`config.mk`:
```
export PLATFORM = sky130hd
export DESIGN_NAME = iot_osc_trim
export DESIGN_NICKNAME = d
export VERILOG_FILES = /design/src/iot_osc_trim.v
export VERILOG_INCLUDE_DIRS = /design/src
export SDC_FILE = /design/constraint.sdc
export NUM_CORES = 1
export LEC_CHECK = 0
export ABC_CLOCK_PERIOD_IN_PS = 2700
export BUFFER_PORTS_ARGS = -buffer_cell sky130_fd_sc_hd__buf_2
export CAP_MARGIN = 25
export CORE_ASPECT_RATIO = 0.8
export CORE_UTILIZATION = 40
export CTS_CLUSTER_DIAMETER = 120
export DETAILED_ROUTE_END_ITERATION = 16
export HOLD_SLACK_MARGIN = 0.05
export PLACE_DENSITY = 0.67
export SLEW_MARGIN = 20
export SYNTH_ARGS = -nofsm -noshare
export SYNTH_HDL_FRONTEND = slang
export SYNTH_SLANG_ARGS = --single-unit
```
`constraint.sdc`:
```
create_clock -name CLK_I -period 2.7 [get_ports CLK_I]
set_input_delay 0.27 -clock CLK_I [delete_from_list [all_inputs] [get_ports CLK_I]]
set_output_delay 0.27 -clock CLK_I [all_outputs]
set_load 0.1 [all_outputs]
```
`src/iot_regs.vh`:
```
/*
 * Register map, field positions, reset values and timing counts for the
 * internal oscillator trim and pin-mode block.
 * Assumes inclusion by its bare name from the block's single design file.
 */
// Behaviour
// - Clock-out mode: out pin gives clock over four; in pin is port A bit seven.
// - Full-I/O mode gives osc in to port A bit seven, osc out to bit six.
// - Trim writes shift frequency in constant steps across plus or minus 12.5 percent.
// - Slow RC clock reaches new trimmed frequency within eight of its cycles.
// - Fast oscillator settles at new trimmed frequency within one millisecond.
// - Processor keeps running, never stalled, while frequency moves to new trim.
// - No status flag shows that a trim-driven frequency shift has finished.
// - Slow-RC clients follow the trimmed frequency, not the nominal 31.25 kHz.
`ifndef IOT_REGS_VH
`define IOT_REGS_VH

// ----------------------------------------------------------------------------
// Register map
// ----------------------------------------------------------------------------
`define IOT_OSC_TRIM_ADDR   32'h0000_0090
`define IOT_MODE_CTRL_ADDR  32'h0000_0094
`define IOT_OSC_TRIM_RESET  6'h00
`define IOT_TRIM_W          6
`define IOT_MODE_RESET      2'h0
`define IOT_MODE_PLAIN      2'h0
`define IOT_MODE_CLKOUT     2'h1
`define IOT_MODE_FULLIO     2'h2

// ----------------------------------------------------------------------------
// Timing
// ----------------------------------------------------------------------------
`define IOT_CLK_MHZ         200
`define IOT_FAST_SETTLE_US  1000
`define IOT_FAST_SETTLE_CYC (`IOT_FAST_SETTLE_US * `IOT_CLK_MHZ)
`define IOT_SLOW_SETTLE_CYC 8
`define IOT_SPAN_PERMILLE   125

`endif

```
`src/iot_osc_trim.v`:
```
/*
 * Internal oscillator trim and pin-mode block: AHB-Lite register slave,
 * trim code slewing for the fast and slow internal clocks, Fosc/4 output and
 * oscillator pin release to port A.
 * Assumes a single-master AHB-Lite bus where this slave's HREADYOUT is HREADY,
 * and an analogue oscillator that takes a settled trim word for each source.
 */
`timescale 1ns/1ps
`include "iot_regs.vh"

module iot_osc_trim #(
  parameter FAST_SETTLE_CYC = `IOT_FAST_SETTLE_CYC
) (
  // Clock and reset
  input  wire        CLK_I,
  input  wire        SYS_RST_I,
  // AHB-Lite slave
  input  wire        HSEL_I,
  input  wire [31:0] HADDR_I,
  input  wire [1:0]  HTRANS_I,
  input  wire        HWRITE_I,
  input  wire [2:0]  HSIZE_I,
  input  wire [31:0] HWDATA_I,
  input  wire        HREADY_I,
  output wire [31:0] HRDATA_O,
  output wire        HREADYOUT_O,
  output wire        HRESP_O,
  // Slow RC clock tick (one pulse per slow RC cycle)
  input  wire        SLOW_RC_TICK_I,
  // Trim words applied to the oscillators
  output wire [5:0]  FAST_TRIM_O,
  output wire [5:0]  SLOW_TRIM_O,
  // Oscillator pins as port A bits
  input  wire        OSC_IN_PIN_I,
  input  wire        OSC_OUT_PIN_I,
  input  wire [1:0]  PORT_A_OUT_I,
  input  wire [1:0]  PORT_A_OE_I,
  output wire        OSC_OUT_PIN_O,
  output wire        OSC_OUT_PIN_OE_O,
  output wire        OSC_IN_PIN_O,
  output wire        OSC_IN_PIN_OE_O,
  output wire [1:0]  PORT_A_IN_O,
  output wire [1:0]  PORT_A_EN_O
);

  // --------------------------------------------------------------------------
  // Bus address phase capture
  // --------------------------------------------------------------------------
  reg        dp_write;
  reg        dp_read;
  reg [31:0] dp_addr;
  reg [5:0]  trim_code;
  reg [1:0]  pin_mode;
  reg [31:0] rdata;
  reg [5:0]  fast_trim;
  reg [5:0]  slow_trim;
  reg [31:0] fast_cnt;
  reg [3:0]  slow_cnt;
  reg [5:0]  trim_prev;
  reg [1:0]  fosc_div;
  reg        clk_out;
  wire       take = HSEL_I & HTRANS_I[1] & HREADY_I;
  // A fresh code restarts both settle windows
  wire       trim_moved = (trim_code != trim_prev);
  // Forward a write still in its data phase to a read behind it
  wire       fwd_trim = dp_write & (dp_addr == `IOT_OSC_TRIM_ADDR);
  wire       fwd_mode = dp_write & (dp_addr == `IOT_MODE_CTRL_ADDR);

  // Slave never waits: zero wait states, always OKAY
  assign HREADYOUT_O = 1'b1;
  assign HRESP_O     = 1'b0;
  assign HRDATA_O    = rdata;

  // Latch the address phase so the write lands in the data phase
  always @(posedge CLK_I or posedge SYS_RST_I) begin
    if (SYS_RST_I) begin
      dp_write <= 1'b0;
      dp_read  <= 1'b0;
      dp_addr  <= 32'h0000_0000;
    end else begin
      dp_write <= take & HWRITE_I;
      dp_read  <= take & ~HWRITE_I;
      dp_addr  <= HADDR_I;
    end
  end

  // --------------------------------------------------------------------------
  // Registers
  // --------------------------------------------------------------------------
  // Only six trim bits exist, so write data bits 31:6 drop on write
  always @(posedge CLK_I or posedge SYS_RST_I) begin
    if (SYS_RST_I) begin
      trim_code <= `IOT_OSC_TRIM_RESET;
      pin_mode  <= `IOT_MODE_RESET;
    end else if (dp_write) begin
      if (dp_addr == `IOT_OSC_TRIM_ADDR)
        trim_code <= HWDATA_I[5:0];
      if (dp_addr == `IOT_MODE_CTRL_ADDR)
        pin_mode  <= HWDATA_I[1:0];
    end
  end

  // Read data registered in the address phase; unmapped reads give zero.
  // No settle-done bit is offered: software cannot see the slew end.
  always @(posedge CLK_I or posedge SYS_RST_I) begin
    if (SYS_RST_I) begin
      rdata <= 32'h0000_0000;
    end else if (take & ~HWRITE_I) begin
      if (HADDR_I == `IOT_OSC_TRIM_ADDR)
        rdata <= {26'h000_0000, fwd_trim ? HWDATA_I[5:0] : trim_code};
      else if (HADDR_I == `IOT_MODE_CTRL_ADDR)
        rdata <= {30'h0000_0000, fwd_mode ? HWDATA_I[1:0] : pin_mode};
      else
        rdata <= 32'h0000_0000;
    end
  end

  // --------------------------------------------------------------------------
  // Trim slewing
  // --------------------------------------------------------------------------
  // The code is two's complement: signed step k moves frequency by
  // k/32 of 12.5 percent, a constant step across the range.
  // The fast source takes a new code after its settle window; the
  // window restarts on every new code so only a stable code is applied.
  always @(posedge CLK_I or posedge SYS_RST_I) begin
    if (SYS_RST_I) begin
      fast_trim <= `IOT_OSC_TRIM_RESET;
      fast_cnt  <= 32'h0000_0000;
      trim_prev <= `IOT_OSC_TRIM_RESET;
    end else begin
      trim_prev <= trim_code;
      if (fast_trim == trim_code) begin
        fast_cnt  <= 32'h0000_0000;
      end else if (trim_moved) begin
        fast_cnt  <= 32'h0000_0000;
      end else if (fast_cnt >= FAST_SETTLE_CYC - 1) begin
        fast_trim <= trim_code;
        fast_cnt  <= 32'h0000_0000;
      end else begin
        fast_cnt  <= fast_cnt + 32'h0000_0001;
      end
    end
  end

  // Slow RC code lands on the eighth slow tick after a change
  always @(posedge CLK_I or posedge SYS_RST_I) begin
    if (SYS_RST_I) begin
      slow_trim <= `IOT_OSC_TRIM_RESET;
      slow_cnt  <= 4'h0;
    end else if (slow_trim == trim_code) begin
      slow_cnt  <= 4'h0;
    end else if (trim_moved) begin
      slow_cnt  <= {3'h0, SLOW_RC_TICK_I};         // A tick on the change cycle still counts
    end else if (SLOW_RC_TICK_I) begin
      if (slow_cnt >= `IOT_SLOW_SETTLE_CYC - 1) begin
        slow_trim <= trim_code;
        slow_cnt  <= 4'h0;
      end else begin
        slow_cnt  <= slow_cnt + 4'h1;
      end
    end
  end

  // Watchdog, clock monitor and peripherals read the trimmed slow clock.
  // Nothing here holds the CPU: slewing runs beside execution.
  assign FAST_TRIM_O = fast_trim;
  assign SLOW_TRIM_O = slow_trim;

  // --------------------------------------------------------------------------
  // Pin modes
  // --------------------------------------------------------------------------
  // Divide by four: output toggles every second clock
  always @(posedge CLK_I or posedge SYS_RST_I) begin
    if (SYS_RST_I) begin
      fosc_div <= 2'h0;
      clk_out  <= 1'b0;
    end else begin
      fosc_div <= fosc_div + 2'h1;
      if (fosc_div[0])
        clk_out <= ~clk_out;
    end
  end

  // In plain mode the pins belong to the oscillator and are not driven
  wire mode_co = (pin_mode == `IOT_MODE_CLKOUT);
  wire mode_io = (pin_mode == `IOT_MODE_FULLIO);
  wire a7_en   = mode_co | mode_io;

  assign OSC_IN_PIN_O     = PORT_A_OUT_I[1];
  assign OSC_IN_PIN_OE_O  = a7_en & PORT_A_OE_I[1];
  assign OSC_OUT_PIN_O    = mode_co ? clk_out : PORT_A_OUT_I[0];
  assign OSC_OUT_PIN_OE_O = mode_co | (mode_io & PORT_A_OE_I[0]);
  assign PORT_A_IN_O      = {OSC_IN_PIN_I & a7_en, OSC_OUT_PIN_I & mode_io};
  assign PORT_A_EN_O      = {a7_en, mode_io};

endmodule // iot_osc_trim

```
### After elaboration in Yosys (flattened, before gate mapping)

Index checks and enable logic that the tools add are counted.
W data, S select, Z words.

| storage, ports and cells | value |
|---|---|
| register bits | 130 |
| input port bits | 81 |
| output and inout bits | 54 |
| word-level logic and storage cells | 60 |

| cells by class | value |
|---|---|
| add/sub/neg operators | 3 |
| order comparisons | 2 |
| equality and inequality tests | 9 |
| muxes and demuxes | 12 |
| bitwise gates (word level) | 17 |
| reduce and logical (&&, ||, !) cells | 5 |

Operator list:

| kind | number |
|---|---|
| $eq A32 B8 Y1 const B | 4 |
| $mux W32 | 3 |
| $add A32 B1 Y32 const B | 1 |
| $ge A32 B18 Y1 const B | 1 |
| $mux W4 | 4 |
| $eq A6 B6 Y1 | 2 |
| $mux W6 | 2 |
| $and A1 B1 Y1 | 10 |
| $ne A6 B6 Y1 | 1 |
| $not A1 Y1 | 5 |
| $add A4 B1 Y4 const B | 1 |
| $ge A4 B3 Y1 const B | 1 |
| $mux W2 | 2 |
| $reduce_and A2 Y1 | 2 |
| $reduce_and A4 Y1 | 1 |
| $reduce_and A3 Y1 | 1 |
| $reduce_bool A3 Y1 | 1 |
| $add A2 B1 Y2 const B | 1 |
| $eq A2 B1 Y1 const B | 1 |
| $eq A2 B2 Y1 const B | 1 |
| $or A1 B1 Y1 | 2 |
| $mux W1 | 1 |

### Longest topological paths before layout

| depth | value |
|---|---|
| depth after elaboration | 5 |
| depth in mapped cells | 7 |
| mapped depth without buffers | 5 |

### Worst setup path before layout

OpenSTA, ideal clock, no wires.

| path | value |
|---|---|
| path kind | register -> register |
| start point | register slow_trim[3], in the netlist SLOW_TRIM_O[3] |
| end point | register slow_trim[0], in the netlist SLOW_TRIM_O[0] |
| library setup time | 0.126 ns |
| arrival time | 2.238 ns |
| required time | 2.574 ns |
| path slack | 0.336 ns |
| cell stages (with the launch flop) | 6 |
| path buffers | 0 |
| clock period less this slack | 2.364 ns |
| cell sequence | dfrtp_1 > xor2_1 > nor4_1 > a211o_1 > nor3_4 > mux2_4 |

| on the way | value |
|---|---|
| cells in the longest elaborated chain, start to end | 3 |

RTL lines:

| element | RTL line | RTL |
|---|---|---|
| start, declared | iot_osc_trim.v:56 | `reg [5:0] slow_trim;` |
| start signal, assigned | iot_osc_trim.v:148 | `` slow_trim <= `IOT_OSC_TRIM_RESET; `` |
| start signal, assigned | iot_osc_trim.v:156 | `slow_trim <= trim_code;` |
| $eq A6 B6 Y1 | iot_osc_trim.v:150 | `end else if (slow_trim == trim_code) begin` |
| $not A1 Y1 (no line) | n/a |  |
| $reduce_and A4 Y1 (no line) | n/a |  |

Every way passes these cells.
A chain may end at the register's enable or synchronous reset.

### Worst setup path in the final report

| path | value |
|---|---|
| start point | register dp_addr[6] |
| end point | register rdata[5], in the netlist HRDATA_O[5] |

| on the way | value |
|---|---|
| cells in the longest elaborated chain, start to end | 4 |

RTL lines:

| element | RTL line | RTL |
|---|---|---|
| start, declared | iot_osc_trim.v:51 | `reg [31:0] dp_addr;` |
| start signal, assigned | iot_osc_trim.v:79 | `dp_addr <= 32'h0000_0000;` |
| start signal, assigned | iot_osc_trim.v:83 | `dp_addr <= HADDR_I;` |
| $eq A32 B8 Y1 (no line) | n/a |  |
| $and A1 B1 Y1 | iot_osc_trim.v:66 | `` wire fwd_trim = dp_write & (dp_addr == `IOT_OSC_TRIM_ADDR); `` |
| $mux W6 | iot_osc_trim.v:110 | `rdata <= {26'h000_0000, fwd_trim ? HWDATA_I[5:0] : trim_code};` |
| $mux W6 | iot_osc_trim.v:109 | `` if (HADDR_I == `IOT_OSC_TRIM_ADDR) `` |
| end signal, assigned | iot_osc_trim.v:110 |  |
| end signal, assigned | iot_osc_trim.v:112 | `rdata <= {30'h0000_0000, fwd_mode ? HWDATA_I[1:0] : pin_mode};` |
| end, declared | iot_osc_trim.v:54 | `reg [31:0] rdata;` |

Every way passes these cells.

==> flow_metrics.env <==
export IMPL_status="completed"
export IMPL_gp_congestion=0.779
export IMPL_start_util_pct=41.7
export IMPL_syn_area_per_cell_um2=12.6
export IMPL_clock_fmax_mhz=437
export IMPL_clock_sinks=103
export IMPL_dieArea_mm2=0.0113
export IMPL_seq_power_share_pct=48.5
export IMPL_clock_skew_ns=0.00912
export IMPL_finalCriticalPeriod_ns=2.29
export IMPL_stdcell_count=611
export IMPL_multiInputGateArea_mm2=0.00159
export IMPL_grt_max_degree=48
export IMPL_met3_usage_pct=5.68
export IMPL_ctsResizeCount=0
export IMPL_async_reset_ff_share_pct=100
export IMPL_arrival_ns=2.53
export IMPL_final_cell_area_mm2=0.00540
export IMPL_ff_latch_area_mm2=0.00258
export IMPL_yosysMostFrequentCell="dfrtp_1"
export IMPL_ys_seq_area_share_pct=59.4
export IMPL_dr_first_iter_drc_count=159
export IMPL_grt_pass1_vias=2935
export IMPL_post_drt_wl_per_cell_um=14.1
export IMPL_p_total_mw=3.38
export IMPL_numPortBuffers=74
export IMPL_place_area_mm2=0.00478
export IMPL_synth_top_cell_area_share_pct=59.4
export IMPL_p_sw_mw=1.00
export IMPL_hold_viol=0
export IMPL_n_fill_cell=883
export IMPL_synth_commonest_cells="103 x dfrtp_1, 35 x buf_4, 28 x nor2_1"
export IMPL_critPathKind="reg -> reg"
export IMPL_drt_total_wl_um=8630
export IMPL_postRouteAntennaNets=0
export IMPL_cap_violations=0
export IMPL_final_nets=551
export IMPL_tns_ns=0
export IMPL_cts_root_buf="clkbuf_16"
export IMPL_synth_edf_count=0
export IMPL_synth_area_leaders="dfrtp_1 59%, buf_4 6.1%, mux2_4 4.1%"
export IMPL_ios=135
export IMPL_rsz0062_at_grt="false"
export IMPL_cts_tree="yes"
export IMPL_layout_setup_ws_ns=0.411
export IMPL_min_path_type="in -> async"
export IMPL_switching_share_pct=29.7
export IMPL_pre_cts_slack_ns=0.354
export IMPL_drcViolationCount=0
export IMPL_synth_area_mm2=0.00434
export IMPL_dpl_hpwl_um=5630
export IMPL_worstSkewPairLatency_ns=0.35
export IMPL_clockBufferDepth=2
export IMPL_p_clk_share_pct=37.6
export IMPL_finalMaxSlewViolations=0
export IMPL_syn_to_final_growth_pct=24.4
export IMPL_ys_flop_type="dfrtp_1"
export IMPL_fin_crit_sh_pct=84.8
export IMPL_rows=33
export IMPL_grt_overflow=0
export IMPL_cts_inserted_buffers=9
export IMPL_grtUsageMet2_pct=28.7
export IMPL_power_density_mw_per_mm2=626
export IMPL_die_width_um=118
export IMPL_track_usage_pct=16.6
export IMPL_use_met1_pct=19.6
export IMPL_leakage_nw=2.61
export IMPL_diodes=0
export IMPL_synth_top_cell_by_area="dfrtp_1"
export IMPL_worst_setup_path_end_kind="flop"
export IMPL_worst_pin_slew_ns=0.857
export IMPL_synth_warning_count=0
export IMPL_intPower_mw=2.38
export IMPL_drive_gt1_share_pct=24.8
export IMPL_combPwrFrac_pct=13.9
export IMPL_place_inst=563
export IMPL_avgViaCountPerCell=4.72
export IMPL_antenna_found_initial=0
export IMPL_cp_data_required_time_ns=2.94
export IMPL_post_cts_setup_buffer_count=0
export IMPL_slew_headroom_pct=42.7
export IMPL_core_area_mm2=0.0104
export IMPL_fin_util_pct=51.9
export IMPL_finalSetupViolations=0
export IMPL_synth_distinct_cells=46
export IMPL_cp_max_fo=5
export IMPL_path_clk_slew_ns=0.08
export IMPL_vdd_drop_max_uv=327
export IMPL_dr_pass1_iters=4
export IMPL_syn_instance_count=345
export IMPL_dieHeight_um=95.2
export IMPL_grt_pass1_wl_um=14200
export IMPL_holdWs_ns=0.0862
export IMPL_h_tree_depth=3
export IMPL_cp_start_kind="flop"
export IMPL_ys_ff_latch=103
export IMPL_routed_via_count=2884
export IMPL_top_usage_layer="met2"
[power by group through the flow]
stage | combinational (mW) | sequential (mW) | clock, mW
after floorplan | 0.329 | 1.72 | 0
after global placement | 0.423 | 1.67 | 0
after detailed placement | 0.430 | 1.67 | 0
after CTS | 0.466 | 1.64 | 1.30
after global routing | 0.496 | 1.65 | 1.36
final | 0.470 | 1.64 | 1.27
[cell families (layout without fill, tap and decap cells)]
logic type / Yosys count / after routing / share of synthesized area (%)
buffers and inverters: 50 / 136 / 7.58
other: 2 / 42 / 0.173
and+or+nand+nor: 107 / 107 / 14.3
AOI/OAI and AO/OA: 25 / 25 / 4.44
adders and majority gates: 4 / 4 / 1.15
muxes: 19 / 19 / 5.94
DFF: 103 / 103 / 59.4
xor gates and xnor gates: 35 / 35 / 7.06
[cell usage in the layout, fill, tap and decap left out, types with 10 or more instances in the layout]
cell,count
conb_1,42
inv_1,10
dlygate4sd3_1,32
xor2_1,16
xnor2_1,19
nor4_1,18
dfrtp_1,103
nor2_1,28
buf_2,74
mux2_4,12
[registers in the layout (all words and copies together), names as in the netlist]
signal	count
trim_prev	6
pin_mode	2
trim_code	6
HRDATA_O	6
slow_cnt	4
SLOW_TRIM_O	6
fast_cnt	32
FAST_TRIM_O	6
clk_out	1
fosc_div	1
dp_write	1
dp_addr	32
[cell type report]
class | count | area share [%]
clock buffer | 9 | 4.17
timing repair buffer | 108 | 13.3
tap | 140 | 3.24
sequential | 103 | 47.7
clock inverter | 7 | 1.34
inverter | 12 | 0.903
multi-input combinational | 232 | 29.3
[routing by layer]
metal	vias up	wire, um
met5	-	0
met2	98	4250
met3	6	551
met1	1407	3750
met4	0	78
li1	1373	-
[worst max-delay path, cell delays in order, from the launching register on]
cell and delay (ns):
dfrtp_1 0.37, nor4bb_1 0.47, nand4_1 0.31, nor3_4 0.38
mux2_2 0.40, a32o_1 0.25
[worst paths after layout]
check / start / end / slack (ns) / depth (start not counted)
min reg2reg: fosc_div[0]$_DFF_PP0_ / fosc_div[0]$_DFF_PP0_ / 0.44 / 1
min in group CLK_I: HWDATA_I[2] / trim_code[2]$_DFFE_PP0N_ / 0.18 / 2
max in group asynchronous: SYS_RST_I / fast_cnt[3]$_DFF_PP0_ / 1.91 / 3
min: SYS_RST_I / dp_addr[23]$_DFF_PP0_ / 0.09 / 2
max reg2reg: dp_addr[6]$_DFF_PP0_ / HRDATA_O[5]$_DFFE_PP0P_ / 0.41 / 5
max: dp_addr[6]$_DFF_PP0_ / HRDATA_O[5]$_DFFE_PP0P_ / 0.41 / 5
[repair_timing]
| item | CTS | global route |
|---|---|---|
| endpoints found under the setup margin | 0 | 0 |
| hold buffers | 32 | 0 |
| hold endpoints to repair | 32 | 0 |
(Power assumes the default switching activity.)
